`config.mk`:
```
export PLATFORM = sky130hd
export DESIGN_NAME = cba_arbiter
export DESIGN_NICKNAME = d
export VERILOG_FILES = /design/src/cba_pkg.sv /design/src/cba_arbiter.sv /design/src/cba_wbuf_mem.sv
export SDC_FILE = /design/constraint.sdc
export NUM_CORES = 1
export LEC_CHECK = 0
export ABC_AREA = 0
export BUFFER_PORTS_ARGS = -buffer_cell sky130_fd_sc_hd__buf_4
export CAP_MARGIN = 40
export CORE_ASPECT_RATIO = 1.1
export CORE_MARGIN = 2
export CORE_UTILIZATION = 35
export CTS_BUF_LIST = sky130_fd_sc_hd__clkbuf_4
export DETAILED_ROUTE_END_ITERATION = 8
export RECOVER_POWER = 50
export SLEW_MARGIN = 40
export SYNTH_ARGS = -nofsm -noshare
export SYNTH_HDL_FRONTEND = slang
export SYNTH_HIERARCHICAL = 1
export SYNTH_SLANG_ARGS = --single-unit
export TNS_END_PERCENT = 10
```
`constraint.sdc`:
```
create_clock -name core_clk -period 8.13 [get_ports core_clk]
set_input_delay 0.4065 -clock core_clk [delete_from_list [all_inputs] [get_ports core_clk]]
set_output_delay 0.4065 -clock core_clk [all_outputs]
set_load 0.01 [all_outputs]
```
`src/cba_pkg.sv`:
```
package cba_pkg;
    // ==========================================================
    // widths and depths
    localparam int CBA_DATA_W = 32;
    localparam int CBA_ADDR_W = 32;
    localparam int CBA_WB_DEPTH = 4;
    localparam int CBA_WB_PTR_W = 2;
    localparam int CBA_BURST_LEN = 4;
    localparam logic [2:0] CBA_BURST_LAST = 3'h3;
    // ==========================================================
    // timing figures and derived cycle counts
    localparam int CBA_CLK_MHZ = 25;
    localparam int CBA_ARB_CYCLES = 1;
    // ==========================================================
    // bus operation codes
    typedef enum logic [1:0] {
        CBA_OP_IDLE,
        CBA_OP_IREAD,
        CBA_OP_WRITE,
        CBA_OP_DREAD
    } cba_op_t;
    // ==========================================================
    // arbiter states
    typedef enum logic [2:0] {
        CBA_ST_IDLE,
        CBA_ST_ARB,
        CBA_ST_WRITE,
        CBA_ST_READ
    } cba_state_t;
endpackage

```
`src/cba_arbiter.sv`:
```
// ==========================================================
// Functional notes
// RULE1: a bus transaction once started runs to its end and is never pre-empted.
// RULE2: pending requests are granted instruction refill first, then buffered write, then data refill.
// RULE3: the write buffer holds up to four store words waiting to retire.
// RULE4: with no write running the read request rises one clock after an instruction miss; the code raises it two clocks after the miss.
// RULE5: an instruction miss during a running write stalls until that write ends.
// RULE6: a refill is a burst of four words, the last three on consecutive clocks.
// RULE7: a data miss spends one arbitration clock and drains the write buffer before reading.
// RULE8: buffered writes retire back to back while the core runs from its caches.
// RULE9: arbitration runs alongside execution so writes retire while the core fetches.
// RULE10: an output data register holds the word leaving the buffer, freeing its entry at once.
// RULE11: refill words are forwarded to the core as they are written into the cache.
// RULE12: memory returns the first word of a random read six clocks after arbitration.
// RULE13: memory finishes writes in six or three clocks as idle, page or non-page.
// RULE14: memory inserts three precharge clocks when a read follows a write.
// RULE15: reset empties the buffer, clears pending refills and leaves the bus idle.
module cba_arbiter
    import cba_pkg::*;
#(
    parameter int DATA_W = CBA_DATA_W,
    parameter int ADDR_W = CBA_ADDR_W
)(
    input wire logic core_clk,
    input wire logic rst_b,
    input wire logic imiss_req,
    input wire logic [ADDR_W-1:0] imiss_addr,
    input wire logic dmiss_req,
    input wire logic [ADDR_W-1:0] dmiss_addr,
    input wire logic store_req,
    input wire logic [ADDR_W-1:0] store_addr,
    input wire logic [DATA_W-1:0] store_data,
    input wire logic mem_ack,
    input wire logic mem_rdata_valid,
    input wire logic [DATA_W-1:0] mem_rdata,
    output logic store_ready,
    output logic core_stall,
    output logic bus_read,
    output logic bus_write,
    output logic [ADDR_W-1:0] bus_addr,
    output logic [DATA_W-1:0] bus_wdata,
    output logic refill_valid,
    output logic refill_icache,
    output logic [DATA_W-1:0] refill_data,
    output logic refill_last
);
    // ==========================================================
    // state record
    typedef struct packed {
        cba_state_t st;
        cba_op_t op;
        logic [CBA_WB_PTR_W:0] count;
        logic [CBA_WB_PTR_W-1:0] wr_ptr;
        logic [CBA_WB_PTR_W-1:0] rd_ptr;
        logic hold_full;
        logic [ADDR_W-1:0] hold_addr;
        logic [DATA_W-1:0] hold_data;
        logic load_pend;
        logic ipend;
        logic dpend;
        logic [2:0] beat;
        logic bus_read;
        logic bus_write;
        logic [ADDR_W-1:0] bus_addr;
        logic [DATA_W-1:0] bus_wdata;
        logic refill_valid;
        logic refill_icache;
        logic [DATA_W-1:0] refill_data;
        logic refill_last;
        logic core_stall;
        logic store_ready;
    } cba_regs_t;

    cba_regs_t s_reg;
    cba_regs_t s_next;
    logic [ADDR_W+DATA_W-1:0] mem_rd;
    logic push;
    logic pop;

    function automatic logic [CBA_WB_PTR_W-1:0] ptr_inc(input logic [CBA_WB_PTR_W-1:0] p);
        ptr_inc = p + 1'b1;
    endfunction

    // ==========================================================
    // buffer entries held in a small memory
    cba_wbuf_mem u_mem (
        .core_clk(core_clk),
        .wr_en(push),
        .wr_ptr(s_reg.wr_ptr),
        .wr_data({store_addr, store_data}),
        .rd_ptr(s_reg.rd_ptr),
        .rd_data(mem_rd)
    );

    // store accepted while an entry is free [RULE3]
    assign push = store_req && (s_reg.count != 3'(CBA_WB_DEPTH));
    // move head into the output register when it is free [RULE10]
    assign pop = (s_reg.count != 3'h0) && !s_reg.hold_full && !s_reg.load_pend
                 && !(s_reg.count == 3'h1 && push);

    // ==========================================================
    // next-state logic
    always_comb
    begin
        s_next = s_reg;
        s_next.refill_valid = 1'b0;
        s_next.refill_last = 1'b0;
        // latch misses as pending refills
        if (imiss_req)
        begin
            s_next.ipend = 1'b1;
        end
        if (dmiss_req)
        begin
            s_next.dpend = 1'b1;
        end
        // buffer bookkeeping, head leaves into the data register [RULE10]
        if (push)
        begin
            s_next.wr_ptr = ptr_inc(s_reg.wr_ptr);
        end
        s_next.load_pend = pop;
        if (pop)
        begin
            s_next.rd_ptr = ptr_inc(s_reg.rd_ptr);
        end
        s_next.count = s_reg.count + {2'h0, push} - {2'h0, pop};
        if (s_reg.load_pend)
        begin
            s_next.hold_full = 1'b1;
            s_next.hold_addr = mem_rd[ADDR_W+DATA_W-1:DATA_W];
            s_next.hold_data = mem_rd[DATA_W-1:0];
        end
        unique case (s_reg.st)
            CBA_ST_IDLE:
            begin
                // one clock of arbitration after any miss [RULE4] [RULE7]
                if (s_reg.ipend || s_reg.dpend || imiss_req || dmiss_req)
                begin
                    s_next.st = CBA_ST_ARB;
                end
                else if (s_reg.hold_full)
                begin
                    // writes retire while core runs from caches [RULE8] [RULE9]
                    s_next.st = CBA_ST_WRITE;
                    s_next.bus_write = 1'b1;
                    s_next.bus_addr = s_reg.hold_addr;
                    s_next.bus_wdata = s_reg.hold_data;
                    s_next.op = CBA_OP_WRITE;
                end
            end
            CBA_ST_ARB:
            begin
                // priority: ifetch, buffered write, data refill [RULE2] [RULE7]
                if (s_reg.ipend)
                begin
                    s_next.st = CBA_ST_READ;
                    s_next.bus_read = 1'b1;
                    s_next.bus_addr = imiss_addr;
                    s_next.op = CBA_OP_IREAD;
                    // a miss raised with the grant stays pending
                    s_next.ipend = imiss_req;
                    s_next.beat = 3'h0;
                end
                else if (s_reg.hold_full)
                begin
                    s_next.st = CBA_ST_WRITE;
                    s_next.bus_write = 1'b1;
                    s_next.bus_addr = s_reg.hold_addr;
                    s_next.bus_wdata = s_reg.hold_data;
                    s_next.op = CBA_OP_WRITE;
                end
                else if (s_reg.dpend && s_reg.count == 3'h0 && !s_reg.load_pend)
                begin
                    s_next.st = CBA_ST_READ;
                    s_next.bus_read = 1'b1;
                    s_next.bus_addr = dmiss_addr;
                    s_next.op = CBA_OP_DREAD;
                    s_next.dpend = dmiss_req;
                    s_next.beat = 3'h0;
                end
                else if (!s_reg.dpend)
                begin
                    s_next.st = CBA_ST_IDLE;
                end
            end
            CBA_ST_WRITE:
            begin
                // write runs to its end, no pre-emption [RULE1] [RULE5]
                if (mem_ack)
                begin
                    s_next.bus_write = 1'b0;
                    s_next.hold_full = s_reg.load_pend;
                    s_next.op = CBA_OP_IDLE;
                    s_next.st = CBA_ST_ARB;
                end
            end
            CBA_ST_READ:
            begin
                // four-word burst forwarded as it arrives [RULE6] [RULE11]
                if (mem_rdata_valid)
                begin
                    s_next.bus_read = 1'b0;
                    s_next.refill_valid = 1'b1;
                    s_next.refill_icache = (s_reg.op == CBA_OP_IREAD);
                    s_next.refill_data = mem_rdata;
                    s_next.beat = s_reg.beat + 3'h1;
                    if (s_reg.beat == CBA_BURST_LAST)
                    begin
                        s_next.refill_last = 1'b1;
                        s_next.op = CBA_OP_IDLE;
                        s_next.st = CBA_ST_ARB;
                    end
                end
            end
            default:
            begin
                s_next.st = CBA_ST_IDLE;
            end
        endcase
        // stall on pending refill or full buffer with store waiting
        s_next.core_stall = s_next.ipend || s_next.dpend || s_next.st == CBA_ST_READ
                            || (store_req && !push);
        s_next.store_ready = (s_next.count != 3'(CBA_WB_DEPTH));
    end

    // ==========================================================
    // state register, reset empties buffer and idles bus [RULE15]
    always_ff @(posedge core_clk)
    begin
        if (!rst_b)
        begin
            s_reg <= '0;
        end
        else
        begin
            s_reg <= s_next;
        end
    end

    // ==========================================================
    // outputs straight from the state record
    assign store_ready = s_reg.store_ready;
    assign core_stall = s_reg.core_stall;
    assign bus_read = s_reg.bus_read;
    assign bus_write = s_reg.bus_write;
    assign bus_addr = s_reg.bus_addr;
    assign bus_wdata = s_reg.bus_wdata;
    assign refill_valid = s_reg.refill_valid;
    assign refill_icache = s_reg.refill_icache;
    assign refill_data = s_reg.refill_data;
    assign refill_last = s_reg.refill_last;
endmodule

```
`src/cba_wbuf_mem.sv`:
```
module cba_wbuf_mem
    import cba_pkg::*;
#(
    parameter int DATA_W = CBA_DATA_W + CBA_ADDR_W,
    parameter int DEPTH = CBA_WB_DEPTH,
    parameter int PTR_W = CBA_WB_PTR_W
)(
    input wire logic core_clk,
    input wire logic wr_en,
    input wire logic [PTR_W-1:0] wr_ptr,
    input wire logic [DATA_W-1:0] wr_data,
    input wire logic [PTR_W-1:0] rd_ptr,
    output logic [DATA_W-1:0] rd_data
);
    // ==========================================================
    // storage with registered read port
    logic [DATA_W-1:0] mem_reg [DEPTH];

    // write port and read register
    always_ff @(posedge core_clk)
    begin
        if (wr_en)
        begin
            mem_reg[wr_ptr] <= wr_data;
        end
        rd_data <= mem_reg[rd_ptr];
    end
endmodule

```
==> impl_results.html <==
<table>
<tr><th>Metric</th><th>Value</th></tr>
<tr><th colspan="2">Outcome</th></tr>
<tr><td>Outcome</td><td>finished, violations left</td></tr>
<tr><td>Violations in the final reports</td><td>capacitance limit, slew limit</td></tr>
<tr><th colspan="2">Timing</th></tr>
<tr><td>Final setup viols</td><td>0</td></tr>
<tr><td>Final number of hold-violating endpoints</td><td>0</td></tr>
<tr><td>Relative slew slack</td><td>-88.40%</td></tr>
<tr><td>Setup repair after global routing missed its margin</td><td>no</td></tr>
<tr><td>Highest clock rate</td><td>207.8 MHz</td></tr>
<tr><td>Pins Over Slew Limit</td><td>140</td></tr>
<tr><td>Worst slew pin tran</td><td>2.826 ns</td></tr>
<tr><td>Post-route clock period utilization</td><td>59.19%</td></tr>
<tr><td>Final worst clock skew</td><td>0.08513 ns</td></tr>
<tr><td>Crit path time final</td><td>4.812 ns</td></tr>
<tr><td>Setup TNS</td><td>0 ns</td></tr>
<tr><th colspan="2">CTS</th></tr>
<tr><td>Clock root buffer master</td><td>sky130_fd_sc_hd__clkbuf_4</td></tr>
<tr><td>Clk_lat worst skew</td><td>0.94 ns</td></tr>
<tr><td>Post-CTS clock slew at the launch and capture registers of the worst setup and hold paths</td><td>0.07 ns</td></tr>
<tr><td>Maximum clock path buffer count</td><td>3</td></tr>
<tr><td>H-tree Lvls</td><td>4</td></tr>
<tr><td>Post-CTS setup buffers</td><td>0</td></tr>
<tr><td>CTS resizes</td><td>0</td></tr>
<tr><td>Total clock sinks</td><td>506</td></tr>
<tr><td>Clock tree from TritonCTS</td><td>built</td></tr>
<tr><td>Num CTS Buffers</td><td>136</td></tr>
<tr><th colspan="2">Route</th></tr>
<tr><td>Wire length after detailed routing</td><td>44.45 mm</td></tr>
<tr><td>Detailed-routing iteration count for the pre-antenna-repair pass</td><td>4</td></tr>
<tr><td>Number of antenna-violating nets in the routed design</td><td>0</td></tr>
<tr><td>Number of vias in the routed layout</td><td>11.99k</td></tr>
<tr><td>Number of DRC markers after the initial detailed-route iteration</td><td>510</td></tr>
<tr><td>DRC Markers</td><td>0</td></tr>
<tr><td>Routed length per placed instance</td><td>16.94 um</td></tr>
<tr><td>Vias per cell</td><td>4.570</td></tr>
<tr><th colspan="2">Global routing</th></tr>
<tr><td>Pin count of the biggest net entering global routing</td><td>113</td></tr>
<tr><td>Number of global-route vias before repair</td><td>12.77k</td></tr>
<tr><td>Initial antenna violation count</td><td>7</td></tr>
<tr><td>Global-route usage over all layers</td><td>16.01%</td></tr>
<tr><td>Wire length of the first global-routing pass</td><td>68.45 mm</td></tr>
<tr><td>Sum of overflow across all layers after global routing</td><td>0</td></tr>
<tr><th colspan="2">Yosys</th></tr>
<tr><td>Proportion of synthesized chip area in sequential cells</td><td>66.68%</td></tr>
<tr><td>Synth Instances</td><td>1344</td></tr>
<tr><td>Async set or reset register ratio after synthesis</td><td>0%</td></tr>
<tr><td>Primary FF master, synth</td><td>sky130_fd_sc_hd__edfxtp_1</td></tr>
<tr><td>Net Count, Synth</td><td>1516</td></tr>
<tr><td>Share of the synthesized area in the top cell type</td><td>40.39%</td></tr>
<tr><td>Cell taking the most area after synthesis</td><td>sky130_fd_sc_hd__edfxtp_1</td></tr>
<tr><td>Post-synth EDFFs</td><td>256</td></tr>
<tr><td>Combined area of all synthesized cells</td><td>19030 um^2</td></tr>
<tr><td>Top area cells in the synthesized netlist</td><td>sky130_fd_sc_hd__edfxtp_1 (40%), sky130_fd_sc_hd__dfxtp_1 (26%), sky130_fd_sc_hd__mux4_2 (7.1%), sky130_fd_sc_hd__nand2_1 (4.0%), sky130_fd_sc_hd__buf_4 (3.8%)</td></tr>
<tr><td>Synthesized area per cell</td><td>14.16 um^2</td></tr>
<tr><td>Yosys synthesis warning count</td><td>6</td></tr>
<tr><td>Flop and latch count out of synthesis</td><td>506</td></tr>
<tr><td>Count of unique library cells instantiated by Yosys</td><td>53</td></tr>
<tr><th colspan="2">Pwr</th></tr>
<tr><td>Worst ir drop on vdd</td><td>131.1 uV</td></tr>
<tr><td>Leak pwr</td><td>8.669 nW</td></tr>
<tr><td>Power density cells</td><td>273.3 nW/um^2</td></tr>
<tr><td>PnR Total Power</td><td>6.642 mW</td></tr>
<tr><th colspan="2">Placed design</th></tr>
<tr><td>Gp weighted congestion</td><td>0.7420</td></tr>
<tr><td>Total half-perimeter wirelength after legalization and detailed placement</td><td>25.03 mm</td></tr>
<tr><td>Port Buf Inserts</td><td>269</td></tr>
<tr><th colspan="2">Final layout</th></tr>
<tr><td>Flip-flop count of the largest register after layout</td><td>256</td></tr>
<tr><td>Number of nets in the finished design</td><td>1957</td></tr>
<tr><td>Share of cells above drive strength 1</td><td>24.93%</td></tr>
<tr><td>Final core area utilization</td><td>45.28%</td></tr>
<tr><td>Total area of multi-input combinational cells</td><td>5152 um^2</td></tr>
<tr><td>Reg area</td><td>12700 um^2</td></tr>
<tr><td>Area added between synthesis and finish</td><td>27.68%</td></tr>
<tr><td>Most used cells in the layout excluding fill and tap cells</td><td>sky130_fd_sc_hd__edfxtp_1 (256), sky130_fd_sc_hd__dfxtp_1 (249), sky130_fd_sc_hd__clkbuf_4 (212), sky130_fd_sc_hd__nand2_1 (205), sky130_fd_sc_hd__dlygate4sd3_1 (194)</td></tr>
<tr><td>Layout filler cell count</td><td>5034</td></tr>
<tr><td>Most common library cell in the layout ignoring fill and taps</td><td>sky130_fd_sc_hd__edfxtp_1</td></tr>
<tr><th colspan="2">Floorplan</th></tr>
<tr><td>Core area</td><td>53670 um^2</td></tr>
<tr><td>Number of placement rows</td><td>89</td></tr>
<tr><td>Area of the die</td><td>56270 um^2</td></tr>
<tr><td>Starting Density</td><td>35.46%</td></tr>
<tr><td>Die extent in x</td><td>226.4 um</td></tr>
<tr><td>Vertical die dimension</td><td>248.6 um</td></tr>
<tr><td>Number of I/O pins</td><td>270</td></tr>
<tr><th colspan="2">Worst setup path</th></tr>
<tr><td>Worst setup path start</td><td>s_reg[108]$_SDFF_PN0_</td></tr>
<tr><td>Critical Path Max Stage Delay</td><td>1.81 ns</td></tr>
<tr><td>WP data arrival</td><td>5.66 ns</td></tr>
<tr><td>Maximum fanout encountered on the critical timing path</td><td>34</td></tr>
<tr><td>Endpoint type of the worst setup path</td><td>flip-flop</td></tr>
<tr><td>Cell-by-cell trace of the critical path</td><td>buf_4, nor2_1, nand3_1, a41o_1, buf_4, nand2_1, a21boi_1, dlygate4sd3_1</td></tr>
<tr><td>Most Frequent Cell on Critical Path</td><td>sky130_fd_sc_hd__buf_4</td></tr>
<tr><td>Worst flop-to-flop path startpoint</td><td>s_reg[108]$_SDFF_PN0_</td></tr>
<tr><td>Startpoint-to-endpoint class of the critical path</td><td>flip-flop to flip-flop</td></tr>
<tr><td>Standard cell with the maximum stage delay on the critical path</td><td>sky130_fd_sc_hd__dfxtp_1</td></tr>
<tr><td>Data required time of the worst path</td><td>8.98 ns</td></tr>
<tr><td>Critical Path Start Type</td><td>flip-flop</td></tr>
<tr><th colspan="2">Min path</th></tr>
<tr><td>Hold path startpoint</td><td>store_addr[8]</td></tr>
<tr><td>Worst hold path class</td><td>primary input to flip-flop</td></tr>
<tr><th colspan="2">Run</th></tr>
<tr><td>Number of maximum-capacitance constraint violations</td><td>3</td></tr>
</table>
-- kinds of logic (layout without fill, tap and decap cells) --
group,count (synthesis),count (layout),synth area share (%)
xor+xnor,6,6,0.2761
fa+ha+maj,5,5,0.3681
mux,130,130,11.12
flops,506,506,66.68
compound gates,187,187,7.211
other cells,1,8,0.01970
simple gates,322,322,7.908
buf+inv,187,732,6.416
-- area by class of cell --
type                            count  area share, %
Inverter                           11         0.1699
Tap cell                          728          3.748
Clock buffer                      212          6.549
Multi-Input combinational cell    651          21.20
Clock inverter                     30         0.8495
Sequential cell                   506          52.24
Antenna cell                        7        0.07208
Timing Repair Buffer              479          15.17
-- worst max-delay path: cells and delay by family, from the launching register on --
| kind | cells | cell delay (ns) |
|---|---|---|
| flops | 1 | 1.81 |
| buf+inv | 3 | 1.75 |
| compound gates | 2 | 0.73 |
| simple gates | 3 | 0.44 |
-- where the power goes --
group / total, mW / switching [mW] / internal [mW]
clock: 2.29 / 1.04 / 1.25
combinational: 1.07 / 0.486 / 0.589
sequential: 3.28 / 0.204 / 3.07
total: 6.64 / 1.73 / 4.91
-- Yosys cell counts, types with 3 or more instances --
cell type / n
sky130_fd_sc_hd__and2_1: 7
sky130_fd_sc_hd__mux4_1: 4
sky130_fd_sc_hd__o211ai_1: 32
sky130_fd_sc_hd__xor2_1: 5
sky130_fd_sc_hd__nor3b_1: 5
sky130_fd_sc_hd__and3_1: 4
sky130_fd_sc_hd__a21boi_1: 41
sky130_fd_sc_hd__mux2i_1: 66
sky130_fd_sc_hd__buf_2: 23
sky130_fd_sc_hd__buf_12: 6
sky130_fd_sc_hd__a21boi_0: 57
sky130_fd_sc_hd__inv_1: 11
sky130_fd_sc_hd__nand2b_1: 3
sky130_fd_sc_hd__buf_4: 96
sky130_fd_sc_hd__o21ai_0: 4
sky130_fd_sc_hd__nand2_1: 205
sky130_fd_sc_hd__mux4_2: 60
sky130_fd_sc_hd__edfxtp_1: 256
sky130_fd_sc_hd__ha_1: 4
sky130_fd_sc_hd__nor2_1: 9
sky130_fd_sc_hd__o22ai_1: 33
sky130_fd_sc_hd__buf_6: 4
sky130_fd_sc_hd__a21oi_1: 6
sky130_fd_sc_hd__dfxtp_1: 250
sky130_fd_sc_hd__nand3_1: 4
sky130_fd_sc_hd__nor2b_1: 72
sky130_fd_sc_hd__clkbuf_1: 43
-- repair_timing --
item	CTS	global route
endpoints found under the hold margin	409	0
hold buffers	194	0
endpoints found under the setup margin	0	0
-- routing by layer --
metal	up-vias	global-route usage, %	routed length (um)
li1	5745	-	-
met2	355	26.06	21570
met3	92	5.223	2903
met4	0	7.857	1356
met5	-	0	0
met1	5800	18.97	18620
-- stage by stage --
step	setup WS (ns)	cell area (um^2)	std cells	hold WS [ns]
after floorplan	2.139	19030	1344	0.4312
after global placement	4.988	20940	2179	0.4417
after detailed placement	4.902	20990	2181	0.4457
after CTS	4.379	24730	2617	0.04517
after global routing	2.940	24300	2623	0.1608
final	3.318	24300	2624	0.2639
-- path summary, 6_finish.rpt --
check	slack, ns	depth (start not counted)	end
max reg2reg	3.32	8	bus_addr[21]$_SDFFE_PN0P_
min	0.26	2	u_mem/mem_reg[1][40]$_DFFE_PP_
max	3.32	8	bus_addr[21]$_SDFFE_PN0P_
min reg2reg	0.45	2	refill_data[3]$_SDFFE_PN0P_
No activity file was read; power rests on OpenSTA's default activity.
